File: src/rtl/sfbfe_map.vh
`ifndef SFBFE_MAP_VH
`define SFBFE_MAP_VH

// Clock rate of the block clock
`define SFBFE_CLK_MHZ          20

// Instruction codes
`define SFBFE_OP_DUAL_OUT      8'h3b
`define SFBFE_OP_DUAL_IO       8'hbb
`define SFBFE_OP_QUAD_OUT      8'h6b
`define SFBFE_OP_QUAD_IO       8'heb
`define SFBFE_OP_ENTER_4LINE   8'h38
`define SFBFE_OP_EXIT_4LINE    8'hff
`define SFBFE_OP_RESET_ENABLE  8'h66
`define SFBFE_OP_RESET         8'h99

// Timing figures in their own units
`define SFBFE_T_SWRST_US       30
`define SFBFE_T_RESET_MIN_NS   1000

// Lane width codes
`define SFBFE_W1               2'h0
`define SFBFE_W2               2'h1
`define SFBFE_W4               2'h2

// Frame states
`define SFBFE_ST_IDLE          2'h0
`define SFBFE_ST_INSTR         2'h1
`define SFBFE_ST_BODY          2'h2
`define SFBFE_ST_IGNORE        2'h3

// Reset values and buffer depth
`define SFBFE_PIN_SYNC_RST     7'h7f
`define SFBFE_OE_N_RST         4'hf
`define SFBFE_FIFO_DEPTH       4

`endif

File: src/rtl/sfbfe_front_end.v
`timescale 1ns/100ps
`include "sfbfe_map.vh"
module sfbfe_front_end #(
    parameter CLK_MHZ    = `SFBFE_CLK_MHZ,
    parameter FIFO_DEPTH = `SFBFE_FIFO_DEPTH
) (
    input  wire       clk,
    input  wire       reset,
    input  wire       cs_n_pin,
    input  wire       sclk_pin,
    input  wire       reset_pin_n,
    input  wire       lane_zero_in,
    output wire       lane_zero_out,
    output wire       lane_zero_oe_n,
    input  wire       lane_one_in,
    output wire       lane_one_out,
    output wire       lane_one_oe_n,
    input  wire       lane_two_in,
    output wire       lane_two_out,
    output wire       lane_two_oe_n,
    input  wire       lane_three_in,
    output wire       lane_three_out,
    output wire       lane_three_oe_n,
    input  wire       quad_enable_bit,
    input  wire       hold_reset_sel,
    input  wire       phase_out,
    input  wire       phase_dtr,
    input  wire [7:0] tx_data,
    input  wire       tx_valid,
    output wire       tx_ready,
    output reg  [7:0] instr_code,
    output reg        instr_valid,
    output reg  [7:0] rx_data,
    output reg        rx_valid,
    output wire       four_line_command_mode,
    output wire       frame_active,
    output wire       paused,
    output wire       sw_reset_busy,
    output wire       device_reset
);

////////////////////////////////////////////////////////////////////////////
// Timing counts

localparam integer SWRST_CYC_I  = `SFBFE_T_SWRST_US * CLK_MHZ;
localparam integer RSTMIN_CYC_I =
    (`SFBFE_T_RESET_MIN_NS * CLK_MHZ + 999) / 1000;
localparam [15:0]  SWRST_CYC    = SWRST_CYC_I[15:0];
localparam [15:0]  RSTMIN_CYC   = (RSTMIN_CYC_I < 1) ? 16'h0001 :
                                  RSTMIN_CYC_I[15:0];

////////////////////////////////////////////////////////////////////////////
// Helpers

function [7:0] shift_in;
    input [7:0] sh;
    input [1:0] wid;
    input [3:0] ln;
    begin
        case (wid)
            `SFBFE_W2: shift_in = {sh[5:0], ln[1], ln[0]};
            `SFBFE_W4: shift_in = {sh[3:0], ln[3:0]};
            default:   shift_in = {sh[6:0], ln[0]};
        endcase
    end
endfunction

function [3:0] bits_of;
    input [1:0] wid;
    begin
        case (wid)
            `SFBFE_W2: bits_of = 4'h2;
            `SFBFE_W4: bits_of = 4'h4;
            default:   bits_of = 4'h1;
        endcase
    end
endfunction

// Output lanes from the top bits of the byte; lane one carries single data
function [3:0] drive_of;
    input [7:0] b;
    input [1:0] wid;
    begin
        case (wid)
            `SFBFE_W2: drive_of = {2'h0, b[7], b[6]};
            `SFBFE_W4: drive_of = b[7:4];
            default:   drive_of = {2'h0, b[7], 1'h0};
        endcase
    end
endfunction

function [3:0] oe_n_of;
    input [1:0] wid;
    begin
        case (wid)
            `SFBFE_W2: oe_n_of = 4'hc;
            `SFBFE_W4: oe_n_of = 4'h0;
            default:   oe_n_of = 4'hd;
        endcase
    end
endfunction

////////////////////////////////////////////////////////////////////////////
// Pin synchronisers and edge detection

wire [6:0] pins_raw = {reset_pin_n, sclk_pin, cs_n_pin, lane_three_in,
                       lane_two_in, lane_one_in, lane_zero_in};
wire [6:0] pins_s;

sfbfe_sync #(
    .WIDTH   (7),
    .RST_VAL (`SFBFE_PIN_SYNC_RST)
) u_sync (
    .clk   (clk),
    .reset (reset),
    .din   (pins_raw),
    .dout  (pins_s)
);

wire [3:0] lanes_s     = pins_s[3:0];
wire       cs_n_s      = pins_s[4];
wire       sclk_s      = pins_s[5];
wire       rst_pin_n_s = pins_s[6];

reg        sclk_q;
reg        cs_n_q;

always @(posedge clk) begin
    if (reset) begin
        sclk_q <= 1'b0;
        cs_n_q <= 1'b1;
    end else begin
        sclk_q <= sclk_s;
        cs_n_q <= cs_n_s;
    end
end

wire edge_rise = sclk_s & ~sclk_q;
wire edge_fall = ~sclk_s & sclk_q;
wire cs_fall   = ~cs_n_s & cs_n_q;

////////////////////////////////////////////////////////////////////////////
// Shared pin, hardware reset

wire share_rst   = ~quad_enable_bit & hold_reset_sel & ~lanes_s[3];
wire pause_want  = ~quad_enable_bit & ~hold_reset_sel & ~lanes_s[3];
wire hw_rst_low  = ~rst_pin_n_s | share_rst;
// Commands stop at once; full power-on restore waits for a wide pulse
wire blk_rst     = reset | hw_rst_low;

reg [15:0] rst_low_cnt_q;
wire       hw_full = (rst_low_cnt_q == RSTMIN_CYC);

always @(posedge clk) begin
    if (reset | ~hw_rst_low) begin
        rst_low_cnt_q <= 16'h0000;
    end else if (~hw_full) begin
        rst_low_cnt_q <= rst_low_cnt_q + 16'h0001;
    end
end

////////////////////////////////////////////////////////////////////////////
// Frame shifting

reg  [1:0] st_q;
reg        armed_q;
reg        paused_q;
reg        qpi_q;
reg        rst_en_q;
reg  [7:0] sh_in_q;
reg  [3:0] cnt_q;
reg  [1:0] in_wid_q;
reg  [1:0] out_wid_q;
reg  [7:0] sh_out_q;
reg  [3:0] out_cnt_q;
reg  [3:0] lane_out_q;
reg  [3:0] lane_oe_n_q;
reg [15:0] sw_cnt_q;

wire       sw_busy  = (sw_cnt_q != 16'h0000);
wire       sw_done  = (sw_cnt_q == 16'h0001);
wire       active   = ~cs_n_s & ~paused_q;
wire       in_instr = (st_q == `SFBFE_ST_INSTR);
wire       in_body  = (st_q == `SFBFE_ST_BODY);
wire [1:0] wid_sel  = in_instr ? (qpi_q ? `SFBFE_W4 : `SFBFE_W1)
                               : in_wid_q;
wire       do_in    = active & ((in_instr & edge_rise) |
                      (in_body & ~phase_out &
                       (edge_rise | (phase_dtr & edge_fall))));
wire       do_out   = active & in_body & phase_out &
                      (edge_fall | (phase_dtr & edge_rise));
wire [7:0] sh_nx    = shift_in(sh_in_q, wid_sel, lanes_s);
wire [3:0] cnt_nx   = cnt_q + bits_of(wid_sel);
wire       byte_end = do_in & (cnt_nx == 4'h8);
wire       instr_dn = byte_end & in_instr;

// Decode of the instruction byte as it completes
wire       accept   = instr_dn & ~sw_busy;
wire       quad_cmd = (sh_nx == `SFBFE_OP_QUAD_OUT) |
                      (sh_nx == `SFBFE_OP_QUAD_IO);
wire       honour   = accept & (~quad_cmd | quad_enable_bit);
wire       go_qpi   = accept & (sh_nx == `SFBFE_OP_ENTER_4LINE) &
                      quad_enable_bit;
wire       exit_qpi = accept & (sh_nx == `SFBFE_OP_EXIT_4LINE) & qpi_q;
wire       sw_go    = accept & (sh_nx == `SFBFE_OP_RESET) & rst_en_q;

// Data side FIFO; pops only as the link consumes bytes
wire [7:0] fifo_data;
wire       fifo_valid;
wire       fifo_pop = do_out & (out_cnt_q == 4'h0);

sfbfe_fifo #(
    .WIDTH (8),
    .DEPTH (FIFO_DEPTH)
) u_fifo (
    .clk       (clk),
    .reset     (blk_rst),
    .in_data   (tx_data),
    .in_valid  (tx_valid),
    .in_ready  (tx_ready),
    .out_data  (fifo_data),
    .out_valid (fifo_valid),
    .out_ready (fifo_pop)
);

// Underrun drives ones rather than stalling the bus clock
wire [7:0] out_byte = fifo_valid ? fifo_data : 8'hff;

always @(posedge clk) begin
    if (reset | hw_full | sw_done) begin
        qpi_q <= 1'b0;
    end else if (go_qpi) begin
        qpi_q <= 1'b1;
    end else if (exit_qpi) begin
        qpi_q <= 1'b0;
    end
end

always @(posedge clk) begin
    if (blk_rst) begin
        sw_cnt_q <= 16'h0000;
    end else if (sw_go) begin
        sw_cnt_q <= SWRST_CYC;
    end else if (sw_busy) begin
        sw_cnt_q <= sw_cnt_q - 16'h0001;
    end
end

always @(posedge clk) begin
    if (blk_rst) begin
        st_q        <= `SFBFE_ST_IDLE;
        armed_q     <= 1'b0;
        paused_q    <= 1'b0;
        rst_en_q    <= 1'b0;
        sh_in_q     <= 8'h00;
        cnt_q       <= 4'h0;
        in_wid_q    <= `SFBFE_W1;
        out_wid_q   <= `SFBFE_W1;
        sh_out_q    <= 8'h00;
        out_cnt_q   <= 4'h0;
        lane_out_q  <= 4'h0;
        lane_oe_n_q <= `SFBFE_OE_N_RST;
        instr_code  <= 8'h00;
        instr_valid <= 1'b0;
        rx_data     <= 8'h00;
        rx_valid    <= 1'b0;
    end else begin
        instr_valid <= 1'b0;
        rx_valid    <= 1'b0;
        if (cs_n_s) begin
            armed_q     <= 1'b1;
            st_q        <= `SFBFE_ST_IDLE;
            paused_q    <= 1'b0;
            lane_oe_n_q <= `SFBFE_OE_N_RST;
        end else if (st_q == `SFBFE_ST_IDLE) begin
            // Edges are counted from the select fall, so idle level is free
            if (cs_fall & armed_q) begin
                st_q      <= `SFBFE_ST_INSTR;
                sh_in_q   <= 8'h00;
                cnt_q     <= 4'h0;
                out_cnt_q <= 4'h0;
            end
        end else begin
            if (~sclk_s) begin
                paused_q <= pause_want;
            end
            if (do_in) begin
                sh_in_q <= sh_nx;
                cnt_q   <= byte_end ? 4'h0 : cnt_nx;
            end
            if (instr_dn) begin
                instr_code  <= sh_nx;
                instr_valid <= honour;
                st_q        <= honour ? `SFBFE_ST_BODY
                                      : `SFBFE_ST_IGNORE;
                if (accept) begin
                    rst_en_q <= (sh_nx == `SFBFE_OP_RESET_ENABLE);
                end
                if (qpi_q) begin
                    in_wid_q  <= `SFBFE_W4;
                    out_wid_q <= `SFBFE_W4;
                end else begin
                    case (sh_nx)
                        `SFBFE_OP_DUAL_OUT: begin
                            in_wid_q  <= `SFBFE_W1;
                            out_wid_q <= `SFBFE_W2;
                        end
                        `SFBFE_OP_DUAL_IO: begin
                            in_wid_q  <= `SFBFE_W2;
                            out_wid_q <= `SFBFE_W2;
                        end
                        `SFBFE_OP_QUAD_OUT: begin
                            in_wid_q  <= `SFBFE_W1;
                            out_wid_q <= `SFBFE_W4;
                        end
                        `SFBFE_OP_QUAD_IO: begin
                            in_wid_q  <= `SFBFE_W4;
                            out_wid_q <= `SFBFE_W4;
                        end
                        default: begin
                            in_wid_q  <= `SFBFE_W1;
                            out_wid_q <= `SFBFE_W1;
                        end
                    endcase
                end
            end else if (byte_end & in_body) begin
                rx_data  <= sh_nx;
                rx_valid <= 1'b1;
            end
            if (~in_body | ~phase_out) begin
                lane_oe_n_q <= `SFBFE_OE_N_RST;
            end else if (do_out) begin
                lane_oe_n_q <= oe_n_of(out_wid_q);
                if (out_cnt_q == 4'h0) begin
                    lane_out_q <= drive_of(out_byte, out_wid_q);
                    sh_out_q   <= out_byte << bits_of(out_wid_q);
                    out_cnt_q  <= 4'h8 - bits_of(out_wid_q);
                end else begin
                    lane_out_q <= drive_of(sh_out_q, out_wid_q);
                    sh_out_q   <= sh_out_q << bits_of(out_wid_q);
                    out_cnt_q  <= out_cnt_q - bits_of(out_wid_q);
                end
            end
        end
    end
end

////////////////////////////////////////////////////////////////////////////
// Pin drive; a pause floats lanes but keeps the drive state for resume

wire [3:0] oe_n_pin = lane_oe_n_q | {4{paused_q}};

assign lane_zero_out          = lane_out_q[0];
assign lane_one_out           = lane_out_q[1];
assign lane_two_out           = lane_out_q[2];
assign lane_three_out         = lane_out_q[3];
assign lane_zero_oe_n         = oe_n_pin[0];
assign lane_one_oe_n          = oe_n_pin[1];
assign lane_two_oe_n          = oe_n_pin[2];
assign lane_three_oe_n        = oe_n_pin[3];
assign four_line_command_mode = qpi_q;
assign frame_active           = (st_q != `SFBFE_ST_IDLE);
assign paused                 = paused_q;
assign sw_reset_busy          = sw_busy;
assign device_reset           = hw_rst_low | sw_busy;

endmodule // sfbfe_front_end

File: src/rtl/sfbfe_sync.v
`timescale 1ns/100ps
module sfbfe_sync #(
    parameter       WIDTH = 1,
    parameter [WIDTH-1:0] RST_VAL = {WIDTH{1'b0}}
) (
    input  wire             clk,
    input  wire             reset,
    input  wire [WIDTH-1:0] din,
    output wire [WIDTH-1:0] dout
);

reg [WIDTH-1:0] meta_q;
reg [WIDTH-1:0] sync_q;

// First stage feeds only the second stage
always @(posedge clk) begin
    if (reset) begin
        meta_q <= RST_VAL;
        sync_q <= RST_VAL;
    end else begin
        meta_q <= din;
        sync_q <= meta_q;
    end
end

assign dout = sync_q;

endmodule // sfbfe_sync

File: src/rtl/sfbfe_fifo.v
`timescale 1ns/100ps
module sfbfe_fifo #(
    parameter WIDTH = 8,
    parameter DEPTH = 4
) (
    input  wire             clk,
    input  wire             reset,
    input  wire [WIDTH-1:0] in_data,
    input  wire             in_valid,
    output wire             in_ready,
    output wire [WIDTH-1:0] out_data,
    output wire             out_valid,
    input  wire             out_ready
);

localparam AW = (DEPTH > 1) ? $clog2(DEPTH) : 1;

reg [WIDTH-1:0] mem [0:DEPTH-1];
reg [AW:0]      wr_q;
reg [AW:0]      rd_q;
reg [AW:0]      lvl_q;

wire push = in_valid & in_ready;
wire pop  = out_valid & out_ready;

// Full and empty come from an explicit level, so any depth works
assign in_ready  = (lvl_q != DEPTH[AW:0]);
assign out_valid = (lvl_q != {(AW+1){1'b0}});
assign out_data  = mem[rd_q[AW-1:0]];

always @(posedge clk) begin
    if (push) begin
        mem[wr_q[AW-1:0]] <= in_data;
    end
end

always @(posedge clk) begin
    if (reset) begin
        wr_q  <= {(AW+1){1'b0}};
        rd_q  <= {(AW+1){1'b0}};
        lvl_q <= {(AW+1){1'b0}};
    end else begin
        if (push) begin
            wr_q <= (wr_q[AW-1:0] == DEPTH[AW-1:0] - 1'b1) ?
                    {(AW+1){1'b0}} : wr_q + 1'b1;
        end
        if (pop) begin
            rd_q <= (rd_q[AW-1:0] == DEPTH[AW-1:0] - 1'b1) ?
                    {(AW+1){1'b0}} : rd_q + 1'b1;
        end
        if (push & ~pop) begin
            lvl_q <= lvl_q + 1'b1;
        end else if (pop & ~push) begin
            lvl_q <= lvl_q - 1'b1;
        end
    end
end

endmodule // sfbfe_fifo

File: config.mk
export PLATFORM = sky130hd
export DESIGN_NAME = sfbfe_front_end
export DESIGN_NICKNAME = d
export VERILOG_FILES = /design/src/rtl/sfbfe_front_end.v /design/src/rtl/sfbfe_sync.v /design/src/rtl/sfbfe_fifo.v
export VERILOG_INCLUDE_DIRS = /design/src /design/src/rtl
export SDC_FILE = /design/constraint.sdc
export NUM_CORES = 1
export LEC_CHECK = 0
export BUFFER_PORTS_ARGS = -buffer_cell sky130_fd_sc_hd__buf_2
export CORE_MARGIN = 2
export CORE_UTILIZATION = 40
export DETAILED_ROUTE_END_ITERATION = 16
export PLACE_DENSITY = 0.59
export SYNTH_ARGS = -nofsm -noshare
export SYNTH_HDL_FRONTEND = slang
export SYNTH_SLANG_ARGS = --single-unit
export TNS_END_PERCENT = 100
File: constraint.sdc
create_clock -name clk -period 6.5 [get_ports clk]
set_input_delay 0.975 -clock clk [delete_from_list [all_inputs] [get_ports clk]]
set_output_delay 0.975 -clock clk [all_outputs]
set_load 0.02 [all_outputs]
Word level (Yosys, flattened, before mapping):

Memory sizes are Yosys's and may differ from the RTL's. A register that Yosys moved wholly into a read port is not among the register bits.
Cells that the tools add are included.

* muxes and demuxes: 57
* bitwise gates (word level): 65
* add/subtract/negate cells: 9
* reduce and logical (&&, ||, !) cells: 27
* equality and inequality tests: 22
* magnitude comparators: 0
* shift-type cells: 2
* multiply operators: 0
* div/mod/pow operators: 0

Operators by type and width (number)
* 2-to-1 mux 4 bit: 23
* AND 1 bit: 34
* == test 8 bit (second input constant): 4
* case mux 4 bit (2 select lines): 3
* 2-to-1 mux 7 bit: 3
* 2-to-1 mux 10 bit: 2
* 2-to-1 mux 2 bit: 9
* NOT 1 bit: 18
* adder 16 x 1 -> 16 bit (second input constant): 1
* == test 16 x 1 -> 1 bit (second input constant): 1
* == test 16 x 5 -> 1 bit (second input constant): 1
* == test 8 x 6 -> 1 bit (second input constant): 2
* == test 8 x 7 -> 1 bit (second input constant): 2
* 2-to-1 mux 8 bit: 2
* case mux 8 bit (2 select lines): 1
* AND reduction 4 bit: 4
* nonzero test 16 bit: 1
* nonzero test 2 bit: 8
* << shifter 8 x 4 -> 8 bit: 2
* subtractor 16 x 1 -> 16 bit (second input constant): 1
* 2-to-1 mux 3 bit: 4
* bitwise OR 1 bit: 12
* case mux 3 bit (2 select lines): 2
* == test 2 bit (second input constant): 5
* 20 further kinds: 37

* ROM bits: 0
* output and inout bits: 32
* latch bits: 0
* input bits: 22
* memory bits (writable): 32
* logic and storage cells: 210
* register bits after elaboration: 116
* memories kept: 1

Memory list
* u_fifo.mem: depth 4, bits a word 8, rd ports 1, clocked after Yosys merged registers in 1, write ports 1, RTL line sfbfe_fifo.v:18 `reg [WIDTH-1:0] mem [0:DEPTH-1];`

Logic depth before layout (Yosys ltp):

* word-level depth: 15
* gate-level depth with buffers: 15
* gate-level depth less buffers: 13

Cells and area by module:

A second synthesis with hierarchy kept.

* cell total of the unflattened synthesis: 739
* area, all modules: 7119.3 sq um

By module, submodules not included
* sfbfe_front_end: times used 1, area an instance 5106.1 sq um, seq. area each 1841.8 sq um, cells an instance 620
* sfbfe_fifo: times used 1, area an instance 1634.1 sq um, seq. area each 1141.1 sq um, cells an instance 90
* sfbfe_sync: times used 1, area an instance 379.1 sq um, seq. area each 280.3 sq um, cells an instance 29

Worst setup path before layout:

No wires, ideal clock.

* path type: reg-to-reg
* start: register qpi_q (netlist: four_line_command_mode)
* end: register instr_code[6]
* setup slack: 3434 ps
* buffers on the path: 2
* data required time: 6372 ps
* data arrival time: 2938 ps
* stages on the path, launching flop included: 14
* cell sequence: dfxtp_1 -> inv_1 -> o21a_1 -> ha_1 -> ha_1 -> inv_1 -> fa_1 -> xor2_1 -> and3b_1 -> and3_1 -> buf_2 -> buf_2 -> mux2i_1 -> nor2_1

* word-level cells in the longest chain between the ends: 9
* elaborated cells between the ends (all ways): 11
* classes of those cells: 1 x add/sub; 3 x eq/ne; 4 x mux; 2 x bitwise; 1 x reduce/logical

RTL lines
* start, declared: RTL line sfbfe_front_end.v:168 `reg qpi_q;`
* start signal, assigned: RTL line sfbfe_front_end.v:231 `qpi_q <= 1'b0;`
* start signal, assigned: RTL line sfbfe_front_end.v:233 `qpi_q <= 1'b1;`
* start signal, assigned: RTL line sfbfe_front_end.v:235 `qpi_q <= 1'b0;`
* 2-to-1 mux 2 bit (no line) *
* 2-to-1 mux 2 bit *: RTL line sfbfe_front_end.v:185 `` wire [1:0] wid_sel = in_instr ? (qpi_q ? `SFBFE_W4 : `SFBFE_W1) ``
* == test 2 bit or == test 2 x 1 -> 1 bit (tied branches): RTL line sfbfe_front_end.v:60, sfbfe_front_end.v:71
* case mux 3 bit (2 select lines): RTL line sfbfe_front_end.v:71 `case (wid)`
* adder 4 bit: RTL line sfbfe_front_end.v:193 `wire [3:0] cnt_nx = cnt_q + bits_of(wid_sel);`
* == test 4 bit: RTL line sfbfe_front_end.v:194 `wire byte_end = do_in & (cnt_nx == 4'h8);`
* AND 1 bit: RTL line sfbfe_front_end.v:194
* AND 1 bit: RTL line sfbfe_front_end.v:195 `wire instr_dn = byte_end & in_instr;`
* AND reduction 3 bit (no line)
* end signal, assigned: RTL line sfbfe_front_end.v:292 `instr_code <= sh_nx;`
* end, declared: RTL line sfbfe_front_end.v:31 `output reg [7:0] instr_code,`

Mark *: on every way between the ends. The rest lies on a longest branch, timed or not.
A chain may end at the register's enable or synchronous reset.

Final worst setup path:

* start: register st_q[1]
* end: register rx_data[1]

* word-level cells in the longest chain between the ends: 10
* elaborated cells between the ends (all ways): 21
* classes of those cells: 1 x add/sub; 5 x eq/ne; 3 x mux; 10 x bitwise; 2 x reduce/logical

RTL lines
* start, declared: RTL line sfbfe_front_end.v:165 `reg [1:0] st_q;`
* start signal, assigned: RTL line sfbfe_front_end.v:251 `` st_q <= `SFBFE_ST_IDLE; ``
* start signal, assigned: RTL line sfbfe_front_end.v:272 `` st_q <= `SFBFE_ST_IDLE; ``
* start signal, assigned: RTL line sfbfe_front_end.v:278 `` st_q <= `SFBFE_ST_INSTR; ``
* == test 2 x 1 -> 1 bit (no line)
* 2-to-1 mux 2 bit: RTL line sfbfe_front_end.v:185
* == test 2 bit or == test 2 x 1 -> 1 bit (tied branches): RTL line sfbfe_front_end.v:60, sfbfe_front_end.v:71
* case mux 3 bit (2 select lines): RTL line sfbfe_front_end.v:71
* adder 4 bit: RTL line sfbfe_front_end.v:193
* == test 4 bit: RTL line sfbfe_front_end.v:194
* AND 1 bit: RTL line sfbfe_front_end.v:194
* AND 1 bit: RTL line sfbfe_front_end.v:195
* NOT 1 bit (no line)
* AND reduction 4 bit (no line)
* end signal, assigned: RTL line sfbfe_front_end.v:327 `rx_data <= sh_nx;`
* end, declared: RTL line sfbfe_front_end.v:33 `output reg [7:0] rx_data,`

Parallel ways exist; a longest one is shown, timed or not.

==> results by group <==
Hold path
  • Hold Crit Class: flip-flop to flip-flop
  • Worst hold start: u_sync.meta_q[0]

STA
  • Slew Limit Headroom: 0.165
  • Fin crit share: 0.635
  • Final setup vio count: 0
  • Layout Skew: between 15 and 20 ps
  • Fmax: 242 MHz
  • Worst-Margin Slew: roughly 1200 ps
  • Final Critical Period: between 4000 and 5000 ps
  • RSZ-0062 raised after global routing: no
  • Setup TNS: 0 ps
  • Final Hold Fails: 0
  • Slew Viols, Final: 0

Yosys
  • Yosys top cell area share: 0.339
  • Main combinational cell family by area after synthesis: simple AND/OR/NAND/NOR gates
  • Post-synth top area cell: dfxtp_1
  • XOR/XNOR Fraction of Synth Area: 0.0400
  • Synth Area in Adders: 0.0494
  • Number of synthesized register bits: 147
  • Mux cell area share after synthesis: 0.0592
  • Synth Area per Inst: 9.58 sq um
  • Count leader, synth: dfxtp_1
  • Cell area after synthesis: between 6000 and 7000 sq um
  • Predominant post-synthesis flop cell: dfxtp_1
  • Unique cell type count in the Yosys netlist: approximately 70
  • Syn Inst Count: just over 700
  • Synth async-reset ratio: 0
  • List of most frequent post-synthesis cells: 115 x dfxtp_1, 104 x nor2_1, 40 x a21oi_1
  • Post-Synth Simple-Gate Area: 0.217
  • Post-Syn Nets: 756
  • Synth Area in Compound Gates: 0.115
  • Number of flops mapped to enable cells by yosys: 32
  • Yosys warnings: 0
  • Seq/Total Area, Yosys: 0.481
  • Top cells by area, synth: dfxtp_1 34%, edfxtp_1 14%, nor2_1 5.8%, ha_1 4.1%, mux2i_1 3.1%

Worst setup path
  • Cell family with the largest share of critical-path delay: simple AND/OR/NAND/NOR gates
  • Crit. End Element: flip-flop
  • Crit path cell chain: inv_1 > nand2_1 > nand2_1 > o21a_1 > ha_1 > ha_1 > inv_1 > fa_1 > xor2_1 > nand3b_1 > nor4b_2 > mux2i_1 > nor2_1
  • Crit-path slowest cell: nor4b_2
  • Worst EP arrival: 4400 ps
  • Setup crit start: st_q[1]
  • CP max stage delay: about 1100 ps
  • Startpoint Class: flip-flop
  • CP max FO: 17
  • Reg-to-Reg Start: st_q[1]
  • Crit path required time: ~6800 ps
  • CP Class: flip-flop to flip-flop
  • Buf/Inv on CP: 2

Floorplanning
  • Die X: ~130 um
  • Die Area: around 18,000 sq um
  • IO Count: between 50 and 60
  • Initial Util: 0.409
  • Core box area: between 15,000 and 20,000 sq um
  • Chip height: 134 um
  • Row cnt: 47

CTS
  • Root buf cell: clkbuf_16
  • H-tree depth: 4
  • Post CTS Setup Buffer Count: 0
  • Clock transition at path regs: approximately 70 ps
  • Post-CTS Hold Buffers: 0
  • CTS tree: yes
  • Clk sinks: ~150
  • # resized after CTS: 0
  • Max Root-Sink Buffers: 2
  • Clock latency on the worst-skew pair: 430 ps
  • Num CTS Buffers: 17

Global route
  • Total grt overflow: 0
  • Overall Global Routing Usage: 0.175
  • Largest net degree at the start of global routing: 42
  • First-pass GRT wire length: approximately 25 mm
  • Vias in the first global route: a little over 5,000
  • Antenna violations before repair: 0

Final layout
  • Diode count: 0
  • Final std cells w/o fill: roughly 980
  • Share of cells above drive strength 1: 0.180
  • Layout Utilization: 0.471
  • Net count, final: approximately 800
  • Synthesis-to-finish area growth: 15.0%

Route
  • Routed vias: around 5,300
  • Vias per inst: 5.38
  • Antenna-violating nets left: 0
  • Drt first pass iters: 5
  • Detailed Route WL: ~15 mm
  • Initial DRC count: around 340
  • Routed length per instance: around 15 um
  • DRC viols: 0

Power
  • VDD IR-drop max: about 210 uV
  • Lkg Pwr: just under 3 nW
  • Pwr Density: between 200 and 300 nW/um^2

Run status
  • Outcome: complete, no violations

Placed design
  • DP HPWL: between 10 and 15 mm
  • Inst Count DP: 951
  • IO buf count: 53
  • RD Place Congestion: 0.882

Job
  • Max-Cap Viols: 0
==> through the flow <==
step	hold slack [ps]	cell area (sq um)	worst slack [ps]	power, W
after floorplan	389	6790	3430	0.00107
final	409	7800	2370	0.00206
after CTS	409	7800	2430	0.00209
after global routing	428	7800	2120	0.00215
after global placement	393	7210	2660	0.00111
after detailed placement	392	7210	2480	0.00112
==> power by group <==
group	switching (W)	total, W	internal, W
logic	0.0000813	0.000130	0.0000484
registers	0.0000119	0.000966	0.000954
clock network	0.000448	0.000967	0.000520
==> layout by cell type (no fill, tap or decap), types with 6 or more instances in the layout <==
| master | count |
|---|---|
| inv_8 | 7 |
| a31oi_1 | 9 |
| mux2i_1 | 21 |
| buf_2 | 53 |
| nor3_1 | 29 |
| xnor2_1 | 13 |
| nor4_1 | 6 |
| o22ai_1 | 6 |
| nand4_1 | 8 |
| xor2_1 | 18 |
| ha_1 | 22 |
| inv_1 | 29 |
| mux4_2 | 8 |
| a21oi_1 | 40 |
| nand3_1 | 20 |
| edfxtp_1 | 32 |
| and3_1 | 10 |
| dfxtp_1 | 115 |
| nor2_1 | 104 |
| or3_1 | 7 |
| o21ai_0 | 27 |
| a22oi_1 | 7 |
| clkbuf_16 | 17 |
| or2_2 | 25 |
| nand2_1 | 38 |
==> state kept, by name (all words and copies together) (netlist names), 2 cells and up, named ones only <==
register       cells
rst_low_cnt_q     16
sh_in_q            7
cnt_q              4
u_sync.meta_q      7
u_fifo.rd_q        2
u_sync.dout        7
lane_out_q         4
out_wid_q          2
u_fifo.mem        32
sw_cnt_q          16
rx_data            8
lane_oe_n_q        3
u_fifo.lvl_q       3
instr_code         8
sh_out_q           8
in_wid_q           2
out_cnt_q          4
u_fifo.wr_q        2
st_q               2
==> cells by family (layout without fill, tap and decap cells) <==
kind of cell / after synthesis / in the layout
AND/OR/NAND/NOR: 287 / 287
flip-flops: 147 / 147
AO/OA/AOI/OAI: 124 / 124
buffers and inverters: 65 / 119
XOR/XNOR: 31 / 31
multiplexers: 30 / 30
adder cells (fa/ha/maj): 25 / 25
==> worst paths after layout <==
check,end,slack (ps),cells past startpoint
worst min-delay path,u_sync.dout[0],410,1
worst min register to register,u_sync.dout[0],410,1
worst max-delay path,rx_data[1],2370,13
worst max register to register,rx_data[1],2370,13
==> layout make-up <==
| type | count | area, sq um |
|---|---|---|
| clock buffer | 17 | 425 |
| tap | 220 | 275 |
| sequential | 147 | 3260 |
| inverter | 30 | 113 |
| multi-input combinational | 497 | 3260 |
| timing repair buffer | 57 | 295 |
| clock inverter | 15 | 170 |
| fill | 1576 | 8780 |
==> worst register-to-register path, cell delays in order (launching register included) <==
cell      delay, ps
dfxtp_1         430
inv_1           130
nand2_1         120
nand2_1          60
o21a_1          130
ha_1            560
ha_1            260
inv_1            60
fa_1            370
xor2_1          260
nand3b_1        190
nor4b_2        1050
mux2i_1         310
nor2_1           60
==> routing by layer <==
| metal | vias up | wire [um] | GRT usage |
|---|---|---|---|
| met4 | 0 | 262 | 0.0708 |
| met2 | 142 | 7060 | 0.279 |
| met1 | 2516 | 6990 | 0.230 |
| li1 | 2595 | - | - |
| met5 | - | 0 | 0 |
| met3 | 33 | 629 | 0.0370 |
(Power assumes the default switching activity.)
